<file path="src/design/shc_cfg.svh">
`ifndef SHC_CFG_SVH
`define SHC_CFG_SVH

// Register map
`define SHC_ADDR_W        8
`define SHC_DATA_W        8
`define SHC_OFF_MODE      8'h5c
`define SHC_OFF_STATUS    8'h5d
`define SHC_MODE_RESET    8'h80

// Mode register fields
`define SHC_B_WD_EN       7
`define SHC_B_WD_PER_HI   6
`define SHC_B_WD_PER_LO   5
`define SHC_B_WARM        4
`define SHC_B_SEL_HI      3
`define SHC_B_SEL_LO      2
`define SHC_B_RST_LINK    1
`define SHC_B_DRIVE       0

// Standby select codes
`define SHC_SEL_RUN       2'h0
`define SHC_SEL_STOP      2'h1
`define SHC_SEL_IDLE      2'h2

// Warm-up, in oscillator periods
`define SHC_WARM_SHORT    65536
`define SHC_WARM_LONG     262144
`define SHC_CNT_W         18

// Port pins handled by the pull and drive logic
`define SHC_PINS          8
`define SHC_LVL_W         3

`endif

</file>
<file path="src/design/shc_pkg.sv">
`include "shc_cfg.svh"

package shc_pkg;

    typedef enum logic [2:0] {
        ST_ACTIVE,
        ST_RUN,
        ST_IDLE,
        ST_STOP,
        ST_WARM
    } shc_state_t;

    // Highest pending request as offered by the interrupt controller
    typedef enum logic [1:0] {
        SRC_OTHER,
        SRC_NMI,
        SRC_EXTERNAL_IRQ_PIN_ZERO
    } shc_src_t;

    typedef struct packed {
        logic                      req;
        logic [`SHC_LVL_W-1:0]     level;
        shc_src_t                  src;
    } shc_irq_t;

    typedef struct packed {
        logic [`SHC_PINS-1:0]      out_mode;
        logic [`SHC_PINS-1:0]      func_sel;
        logic [`SHC_PINS-1:0]      latch;
        logic [`SHC_PINS-1:0]      func_data;
        logic [`SHC_PINS-1:0]      has_pull;
        logic [`SHC_PINS-1:0]      out_only;
    } shc_pin_cfg_t;

    typedef struct packed {
        logic [`SHC_PINS-1:0]      oe_n;
        logic [`SHC_PINS-1:0]      in_en;
        logic [`SHC_PINS-1:0]      pull_en;
    } shc_pin_ctl_t;

    typedef struct packed {
        logic                      cpu_run;
        logic                      periph_run;
        logic                      osc_run;
        logic                      sys_run;
    } shc_clk_t;

endpackage

</file>
<file path="src/design/shc_top.sv">
// The address-and-strobe port was chosen for this implementation.
`timescale 1ns/10ps
`include "shc_cfg.svh"

// Behaviour
// - Halt instruction enters the standby mode picked by the mode field.
// - Mode field 00 RUN, 01 STOP, 10 IDLE, 11 don't care.
// - RUN stops only the CPU; oscillator and peripherals keep running.
// - IDLE keeps only the oscillator running; all other clocks stop.
// - STOP halts everything including the oscillator.
// - Non-reset STOP exit waits 2^16 or 2^18 periods, per warm bit.
// - IDLE and STOP end only by reset, NMI pin or external pin zero.
// - Mask not above request level: wake as allowed and start servicing.
// - Mask above level: only pin zero wakes; resume after halt, no service.
// - Drive bit set: outputs stay driven, input gates enabled in STOP.
// - Drive bit clear in STOP: no-pull pins float, gates off; pulls only.
// - Normally an input pin with pull enables it when latch holds 0.
// - In STOP each pull follows latch or output data captured at entry.
// - Output-only port pull: never in normal, in STOP when data is 0.
// - Function output pins follow function data; input functions the latch.
module shc_top #(
    parameter int WARM_SHORT_CYC = `SHC_WARM_SHORT,
    parameter int WARM_LONG_CYC  = `SHC_WARM_LONG
) (
    // Clock and reset
    input  wire logic                       mclk,
    input  wire logic                       srst,
    // Register port
    input  wire logic [`SHC_ADDR_W-1:0]     reg_addr,
    input  wire logic [`SHC_DATA_W-1:0]     reg_wdata,
    input  wire logic                       reg_wr,
    input  wire logic                       reg_rd,
    output logic      [`SHC_DATA_W-1:0]     reg_rdata,
    // CPU and interrupt controller
    input  wire logic                       halt_exec,
    input  wire logic [`SHC_LVL_W-1:0]      cpu_interrupt_mask_level,
    input  wire shc_pkg::shc_irq_t          irq,
    output logic                            wake_service,
    output logic                            wake_resume,
    output shc_pkg::shc_clk_t               clk_ctl,
    // Watchdog fields handed on
    output logic                            watchdog_enable_bit,
    output logic [1:0]                      watchdog_period,
    output logic                            watchdog_to_reset_link,
    // Port pins
    input  wire shc_pkg::shc_pin_cfg_t      pin_cfg,
    output shc_pkg::shc_pin_ctl_t           pin_ctl
);

    typedef struct packed {
        shc_pkg::shc_state_t                st;
        logic [`SHC_DATA_W-1:0]             mode;
        logic [`SHC_CNT_W-1:0]              warm_cnt;
        logic                               svc_pend;
        logic [`SHC_DATA_W-1:0]             rdata;
        logic                               wake_svc;
        logic                               wake_res;
        shc_pkg::shc_clk_t                  clk;
        logic [`SHC_PINS-1:0]               snap;
        shc_pkg::shc_pin_ctl_t              pins;
    } shc_regs_t;

    // Loaded with N-1: the count sits one cycle at zero before the exit
    localparam logic [`SHC_CNT_W-1:0] WARM_SHORT_LD =
        `SHC_CNT_W'(WARM_SHORT_CYC - 1);
    localparam logic [`SHC_CNT_W-1:0] WARM_LONG_LD =
        `SHC_CNT_W'(WARM_LONG_CYC - 1);

    shc_regs_t                       r;
    shc_regs_t                       next_r;

    // ------------------------------------------------------------------
    // Per-pin pull and drive
    // ------------------------------------------------------------------
    logic [`SHC_PINS-1:0]            pin_data;
    logic [`SHC_PINS-1:0]            norm_oe_n;
    logic [`SHC_PINS-1:0]            norm_pull;
    logic [`SHC_PINS-1:0]            stop_oe_n;
    logic [`SHC_PINS-1:0]            stop_in_en;
    logic [`SHC_PINS-1:0]            stop_pull;

    // Combinational per pin; the registered copy lives in r.pins
    genvar gi;
    generate
        for (gi = 0; gi < `SHC_PINS; gi++) begin : g_pin
            // Snapshot source: what the pin would show were it running
            // function data source
            assign pin_data[gi] = (pin_cfg.out_mode[gi] &&
                                   pin_cfg.func_sel[gi]) ?
                                  pin_cfg.func_data[gi] :
                                  pin_cfg.latch[gi];
            assign norm_oe_n[gi] = !(pin_cfg.out_mode[gi] ||
                                     pin_cfg.out_only[gi]);
            // Pull stays off on driven pins so it never fights the driver
            // latch steers pull
            assign norm_pull[gi] = pin_cfg.has_pull[gi] &&
                                   !pin_cfg.out_only[gi] &&
                                   !pin_cfg.out_mode[gi] &&
                                   !pin_cfg.latch[gi];
            // Floating pins get their gates shut to stop through current
            // keep driving
            assign stop_oe_n[gi] = r.mode[`SHC_B_DRIVE] ?
                                   norm_oe_n[gi] : 1'b1;
            assign stop_in_en[gi] = r.mode[`SHC_B_DRIVE];
            assign stop_pull[gi] = pin_cfg.has_pull[gi] && !r.snap[gi];
        end
    endgenerate

    // ------------------------------------------------------------------
    // Wake decode
    // ------------------------------------------------------------------
    logic                            lvl_ok;
    logic                            pin_src;
    logic                            wake_run;
    logic                            wake_deep;
    logic [1:0]                      sel;

    assign sel = r.mode[`SHC_B_SEL_HI:`SHC_B_SEL_LO];
    // Equal levels pass: the mask compare is inclusive
    // mask versus level
    assign lvl_ok = cpu_interrupt_mask_level <= irq.level;
    assign pin_src = irq.src == shc_pkg::SRC_NMI ||
                     irq.src == shc_pkg::SRC_EXTERNAL_IRQ_PIN_ZERO;
    assign wake_run = irq.req &&
                      (lvl_ok || irq.src == shc_pkg::SRC_EXTERNAL_IRQ_PIN_ZERO);
    // Deep modes also need an NMI or pin zero source
    assign wake_deep = irq.req && pin_src &&
                       (lvl_ok || irq.src == shc_pkg::SRC_EXTERNAL_IRQ_PIN_ZERO);

    // ------------------------------------------------------------------
    // Next state
    // ------------------------------------------------------------------
    always_comb begin
        next_r = r;
        next_r.wake_svc = 1'b0;
        next_r.wake_res = 1'b0;
        // Pulses and read data stand one cycle, then fall back to zero
        next_r.rdata = '0;

        if (reg_wr && reg_addr == `SHC_OFF_MODE) begin
            next_r.mode = reg_wdata;
        end
        if (reg_rd) begin
            case (reg_addr)
                `SHC_OFF_MODE: begin
                    next_r.rdata = r.mode;
                end
                // Status is read-only; a write to it is simply dropped
                `SHC_OFF_STATUS: begin
                    next_r.rdata = {4'h0, r.svc_pend, r.st};
                end
                default: begin
                    next_r.rdata = '0;
                end
            endcase
        end

        case (r.st)
            shc_pkg::ST_ACTIVE: begin
                if (halt_exec) begin
                    case (sel)
                        `SHC_SEL_STOP: begin
                            next_r.st = shc_pkg::ST_STOP;
                            next_r.snap = pin_data;
                        end
                        `SHC_SEL_IDLE: begin
                            next_r.st = shc_pkg::ST_IDLE;
                        end
                        // Code 11 falls to RUN, the mildest mode
                        default: begin
                            next_r.st = shc_pkg::ST_RUN;
                        end
                    endcase
                end
            end
            shc_pkg::ST_RUN: begin
                if (wake_run) begin
                    next_r.st = shc_pkg::ST_ACTIVE;
                    next_r.wake_svc = lvl_ok;
                    next_r.wake_res = !lvl_ok;
                end
            end
            shc_pkg::ST_IDLE: begin
                if (wake_deep) begin
                    next_r.st = shc_pkg::ST_ACTIVE;
                    next_r.wake_svc = lvl_ok;
                    next_r.wake_res = !lvl_ok;
                end
            end
            shc_pkg::ST_STOP: begin
                if (wake_deep) begin
                    // A reset also ends STOP, but gets no warm-up count
                    // warm-up load
                    next_r.st = shc_pkg::ST_WARM;
                    next_r.svc_pend = lvl_ok;
                    next_r.warm_cnt = r.mode[`SHC_B_WARM] ?
                                      WARM_LONG_LD : WARM_SHORT_LD;
                end
            end
            shc_pkg::ST_WARM: begin
                // Wake choice was made on entry; irq is not looked at here
                if (r.warm_cnt == '0) begin
                    next_r.st = shc_pkg::ST_ACTIVE;
                    next_r.wake_svc = r.svc_pend;
                    next_r.wake_res = !r.svc_pend;
                    next_r.svc_pend = 1'b0;
                end else begin
                    next_r.warm_cnt = r.warm_cnt - 1'b1;
                end
            end
            default: begin
                next_r.st = shc_pkg::ST_ACTIVE;
            end
        endcase

        // Clocks follow the state being entered
        // so the clock change and the state change land on one edge
        case (next_r.st)
            shc_pkg::ST_RUN: begin
                next_r.clk = '{cpu_run: 1'b0, periph_run: 1'b1,
                               osc_run: 1'b1, sys_run: 1'b1};
            end
            shc_pkg::ST_IDLE: begin
                next_r.clk = '{cpu_run: 1'b0, periph_run: 1'b0,
                               osc_run: 1'b1, sys_run: 1'b0};
            end
            shc_pkg::ST_STOP: begin
                next_r.clk = '{cpu_run: 1'b0, periph_run: 1'b0,
                               osc_run: 1'b0, sys_run: 1'b0};
            end
            shc_pkg::ST_WARM: begin
                next_r.clk = '{cpu_run: 1'b0, periph_run: 1'b0,
                               osc_run: 1'b1, sys_run: 1'b0};
            end
            default: begin
                next_r.clk = '{cpu_run: 1'b1, periph_run: 1'b1,
                               osc_run: 1'b1, sys_run: 1'b1};
            end
        endcase

        // Pins keep their STOP state through the warm-up
        // so no pin glitches while the oscillator settles
        if (next_r.st == shc_pkg::ST_STOP ||
            next_r.st == shc_pkg::ST_WARM) begin
            next_r.pins.oe_n = stop_oe_n;
            next_r.pins.in_en = stop_in_en;
            next_r.pins.pull_en = stop_pull;
        end else begin
            next_r.pins.oe_n = norm_oe_n;
            next_r.pins.in_en = '1;
            next_r.pins.pull_en = norm_pull;
        end
    end

    // ------------------------------------------------------------------
    // State register
    // ------------------------------------------------------------------
    // Synchronous reset; no field needs an asynchronous clear
    always_ff @(posedge mclk) begin
        if (srst) begin
            r.st <= shc_pkg::ST_ACTIVE;
            r.mode <= `SHC_MODE_RESET;
            r.warm_cnt <= '0;
            r.svc_pend <= 1'b0;
            r.rdata <= '0;
            r.wake_svc <= 1'b0;
            r.wake_res <= 1'b0;
            r.clk <= '1;
            r.snap <= '0;
            // Pins come up undriven; normal values follow a cycle later
            r.pins.oe_n <= '1;
            r.pins.in_en <= '1;
            r.pins.pull_en <= '0;
        end else begin
            r <= next_r;
        end
    end

    // ------------------------------------------------------------------
    // Outputs
    // ------------------------------------------------------------------
    assign reg_rdata = r.rdata;
    assign wake_service = r.wake_svc;
    assign wake_resume = r.wake_res;
    assign clk_ctl = r.clk;
    assign pin_ctl = r.pins;
    // Watchdog fields are only handed on; the timer lives elsewhere
    assign watchdog_enable_bit = r.mode[`SHC_B_WD_EN];
    assign watchdog_period = r.mode[`SHC_B_WD_PER_HI:`SHC_B_WD_PER_LO];
    assign watchdog_to_reset_link = r.mode[`SHC_B_RST_LINK];

endmodule // shc_top

</file>
<file path="config.mk">
export PLATFORM = sky130hd
export DESIGN_NAME = shc_top
export DESIGN_NICKNAME = d
export VERILOG_FILES = /design/src/design/shc_pkg.sv /design/src/design/shc_top.sv
export VERILOG_INCLUDE_DIRS = /design/src /design/src/design
export SDC_FILE = /design/constraint.sdc
export NUM_CORES = 1
export LEC_CHECK = 0
export BUFFER_PORTS_ARGS = -buffer_cell sky130_fd_sc_hd__clkbuf_2
export CAP_MARGIN = 20
export CORE_ASPECT_RATIO = 1.2
export CORE_UTILIZATION = 46
export CTS_CLUSTER_DIAMETER = 40
export CTS_CLUSTER_SIZE = 20
export DETAILED_ROUTE_END_ITERATION = 8
export GPL_ROUTABILITY_DRIVEN = 0
export PLACE_DENSITY = 0.77
export SYNTH_ARGS = -nofsm -noshare
export SYNTH_HDL_FRONTEND = slang
export SYNTH_SLANG_ARGS = --single-unit
export TNS_END_PERCENT = 50
</file>
<file path="constraint.sdc">
create_clock -name mclk -period 3 [get_ports mclk]
set_clock_uncertainty 0.15 [all_clocks]
set_input_delay 0 -clock mclk [delete_from_list [all_inputs] [get_ports mclk]]
set_output_delay 0 -clock mclk [all_outputs]
set_load 0.05 [all_outputs]
</file>
* Word level (Yosys, flattened, before mapping)
Index checks and enable logic that the tools add are counted.
Widths: inputs -> output; s select.
** Operators by class
- Magnitude comparators :: 1
- Bitwise operators :: 2
- Reduce and logical (&&, ||, !) cells :: 106
- Add/sub/neg operators :: 1
- Equality and inequality tests :: 17
- Multiplexer cells :: 35
** Operator list (count)
- $logic_and 1x1->1 :: 44
- $logic_not 1->1 :: 42
- $pmux 19 s2 :: 1
- $mux 18 :: 2
- $mux 24 :: 1
- $mux 19 :: 1
- $logic_not 18->1 :: 1
- $sub 18x1->18 const B :: 1
- $mux 1 :: 17
- $eq 8x7->1 const B :: 2
- $pmux 8 s2 :: 1
- $mux 3 :: 5
- $pmux 3 s5 :: 1
- $eq 3x2->1 const B :: 4
- $pmux 4 s3 :: 1
- $logic_or 1x1->1 :: 11
- $reduce_and 3->1 :: 3
- $eq 3x1->1 const B :: 2
- $eq 3x3->1 const B :: 2
- $mux 2 :: 3
- $ne 2x2->1 const B :: 3
- $pmux 2 s3 :: 1
- $reduce_or 2->1 :: 3
- $eq 2x1->1 const B :: 2
- other kinds (6) :: 8
** Storage, ports and cells
- Input bits :: 78
- Logic and storage cells :: 177
- Register bits :: 69
- Output and inout port bits :: 42

* Logic depth before layout (Yosys ltp)
- Depth after elaboration :: 10
- Gate-level depth with buffers :: 10
- Gate-level depth less buffers :: 7

* Least setup slack after synthesis
Ideal clock, no wire load.
- Kind :: reg2reg
- Start point :: reg r[47] in the netlist's numbering
- End point :: reg r[61] in the netlist's numbering
- Setup slack :: 0.228 ns
- Cell stages (with the launch flop) :: 10
- Clock period less this slack :: 2.772 ns
- Data arrival time :: 2.488 ns
- Required time :: 2.716 ns
- Buffers on the path :: 2
- Setup time :: 0.134 ns
- Cell sequence :: dfxtp_1 -> inv_1 -> ha_1 -> or4b_1 -> or2_2 -> buf_6 -> or4_4 -> buf_6 -> a311oi_1 -> a211oi_1
** Between the ends
- Longest elaborated chain between the ends :: 3
- Elaborated cells between the ends (all ways) :: 6
- Those cells by class :: add/sub: 1; eq/ne: 1; mux: 2; reduce/logical: 2
** RTL lines
- start, declared :: RTL line shc_top.sv:69 : shc_regs_t r;
- start signal, assigned :: RTL line shc_top.sv:275 : r <= next_r;
- $sub 18x1->18 or $logic_not 18->1 (tied branches) :: RTL line shc_top.sv:208, shc_top.sv:202
- $mux 18 or $ne 2x2->1 (tied branches)
- $pmux 19 s2 or $reduce_and 3->1 (tied branches)
Several ways; a longest one is shown, not always the timed one. The select of a mux whose other input is x is not followed.
A chain may end at the register's enable or synchronous reset.

* Worst setup path in the final report
Ends and elaborated chain as after synthesis.

==> reports/results.ini <==
[clocking]
clk_pin_slew_worst_paths_ns = 0.08
cts_tree = built
cts_resized = 0
numCtsBuffers = 9
root_buffer = clkbuf_8
cts_htree_levels = 3
ctsHoldBuffers = 62
cts_setup_buffers = 0
cts_max_path_buffers = 2
clk_latency_ns = 0.36
cts.sinks = 68

[floorplan]
die_h_um = 98.96
start_util = 0.4729
num_io_pins = 120
coreArea_mm2 = 0.007620
fp.dieArea_mm2 = 0.008193
die_w_um = 82.80
rows = 35

[synth]
synthesis.area_mm2 = 0.003603
synth_cells = 412
synth.distinct_cells = 58
synth-main-ff-cell = dfxtp_1
seq_area_frac_synth = 0.3778
synth_area_leaders = dfxtp_1 (38%), buf_4 (8.1%), nor2_1 (5.6%)
synth_top_area_frac = 0.3778
yosysWarnings = 0
synth_edf_count = 0
async_flop_share = 0
avgSynthCellArea_um2 = 8.746
synth_nets = 497
synth_top_cell_by_area = dfxtp_1
synth_seq_cells = 68

[grt]
grt_pass1_wl_mm = 16.69
grt_pass1_vias = 3687
grt_max_degree = 53
antenna_found_initial = 0
grt_overflow = 0
grt_use_total = 0.2693

[finish]
final_common_cell = clkbuf_2
fillers = 591
diodes = 0
drive_above_1_share = 0.2982
final_cell_mix = clkbuf_2 (119), dfxtp_1 (68), dlygate4sd3_1 (62), nor2_1 (54), nand2_1 (22)
area_growth_pct = 35.38
nNetsFinal = 640
fin_area_mm2 = 0.004878

[power_and_ir_drop]
pwr_density_cell_mw_per_mm2 = 443.5
irDropWorstVdd_v = 0.0002969
p_leak_nw = 2.141

[sta]
max_freq_ghz = 0.3556
fin_crit_ns = 2.812
finalMaxSlewViolations = 0
maxSlewHeadroom = 0.4289
rsz0062_at_grt = false
hold_violations = 0
setup_violations = 0
fin_crit_sh = 0.9374
tightest_slew_ns = 0.8566
fin_tns_setup_ns = 0

[run]
cap_violations = 0

[worst_setup_path]
start_kind = flip-flop
cp_num_buf_inv = 1
worstPathRequired_ns = 3.06
arrival_ns = 2.87
crit_chain = inv_1 > ha_1 > or4b_1 > or2_2 > or4_4 > a311oi_1 > a211oi_1
critical_path.top_delay_family = simple AND/OR/NAND/NOR gates
rrSetupSlack_ns = 0.19
cp_slowest_cell = or4_4
endpoint_kind = flip-flop
crit_path_max_fanout = 12
slowest_delay_ns = 0.60
crit_type = reg -> reg

[drt]
routed_wl_mm = 10.48
route.vias.total = 3749
drtAntennaViolNets = 0
drt-wirelength-per-cell_um = 16.07
drc = 0
dr.pass1.iters = 4
via_per_inst = 5.750
first_iter_violations = 177

[worst_hold_path]
worstHoldPathType = in -> reg

[run_status]
status = finished, final reports clean

[place]
port_buffers = 119
place_area_mm2 = 0.003999
post-dp-hpwl_mm = 6.139

==> layer usage <==
metal  routed length, um  up-vias  GRT usage
met3                 585       52    0.06296
met5                   0        -          0
met1                3832     1765     0.2890
met2                5488      178     0.4584
met4                 573        0     0.1751
li1                    -     1754          -
==> worst reg2reg max path: stages (launching register included) <==
cell and delay [ns]:
dfxtp_1 0.33, inv_1 0.12, ha_1 0.23, or4b_1 0.47, or2_2 0.40, or4_4 0.60
a311oi_1 0.30, a211oi_1 0.07
==> kinds of logic after synthesis <==
| family | Yosys count | share of synthesized area |
|---|---|---|
| adder cells (fa/ha/maj) | 7 | 0.02430 |
| buffers and inverters | 75 | 0.1250 |
| AO/OA/AOI/OAI | 75 | 0.1469 |
| XOR/XNOR | 1 | 0.002431 |
| multiplexers | 20 | 0.05834 |
| flip-flops | 68 | 0.3778 |
| AND/OR/NAND/NOR | 166 | 0.2653 |
==> cells in the mapped netlist, drive strengths merged (2+ instances only) <==
library cell	instances
ha	7
buf	43
nor3b	10
or3	5
and4b	8
a31oi	13
or4	14
nand2	22
a21oi	9
or4b	3
and2	5
o41ai	3
o21ai	12
nand3b	2
a311oi	10
nor4	8
mux2i	12
nor2	54
nand3	12
o21bai	2
o22a	2
and3	3
nand4b	5
nand2b	2
clkbuf	16
nor3	6
dfxtp	68
inv	16
nor2b	3
a211oi	4
mux2	8
o31ai	9
a31o	2
==> registers in the layout, indices dropped and copies added, names as in the netlist <==
| signal | count |
|---|---|
| r | 34 |
| pin_ctl | 17 |
| reg_rdata | 8 |
| clk_ctl | 3 |
| watchdog_period | 2 |
| wake_resume | 1 |
| wake_service | 1 |
| watchdog_enable_bit | 1 |
| watchdog_to_reset_link | 1 |
==> worst paths after layout <==
kind                      start            to  cells after the start
max                       r[47]         r[61]                      7
min reg2reg  watchdog_period[0]  reg_rdata[5]                      1
min                   halt_exec         r[73]                      5
max reg2reg               r[47]         r[61]                      7
==> power breakdown <==
group	switching, W	leakage [nW]	internal [W]
Sequential	0.00000744	0.551	0.000914
Clock	0.000376	0.130	0.000601
Combinational	0.000138	1.46	0.000128
==> through the flow <==
| stage | instances | power [W] | util | hold WS (ns) | worst slack (ns) |
|---|---|---|---|---|---|
| 3_5_place_dp | 574 | 0.001144 | 0.5248 | 0.07253 | 0.2075 |
| 2_1_floorplan | 412 | 0.001070 | - | -0.02115 | 0.2281 |
| 6_report | 652 | 0.002163 | 0.6402 | 0.02858 | 0.1878 |
| 4_1_cts | 652 | 0.002148 | 0.6402 | 0.01091 | 0.1964 |
| 3_3_place_gp | 574 | 0.001140 | 0.5248 | 0.06791 | 0.3013 |
| 5_1_grt | 652 | 0.002235 | 0.6402 | 0.04280 | 0.04366 |
==> cell type report <==
class / instances / area [um^2] / share of cell area
Multi-Input combinational cell: 269 / 1792 / 0.3673
Sequential cell: 68 / 1361 / 0.2790
Timing Repair Buffer: 191 / 1291 / 0.2647
Clock buffer: 11 / 151.4 / 0.03103
Tap cell: 92 / 115.1 / 0.02360
Clock inverter: 5 / 107.6 / 0.02206
Inverter: 16 / 60.06 / 0.01231
No activity file was read; power rests on OpenSTA's default activity.
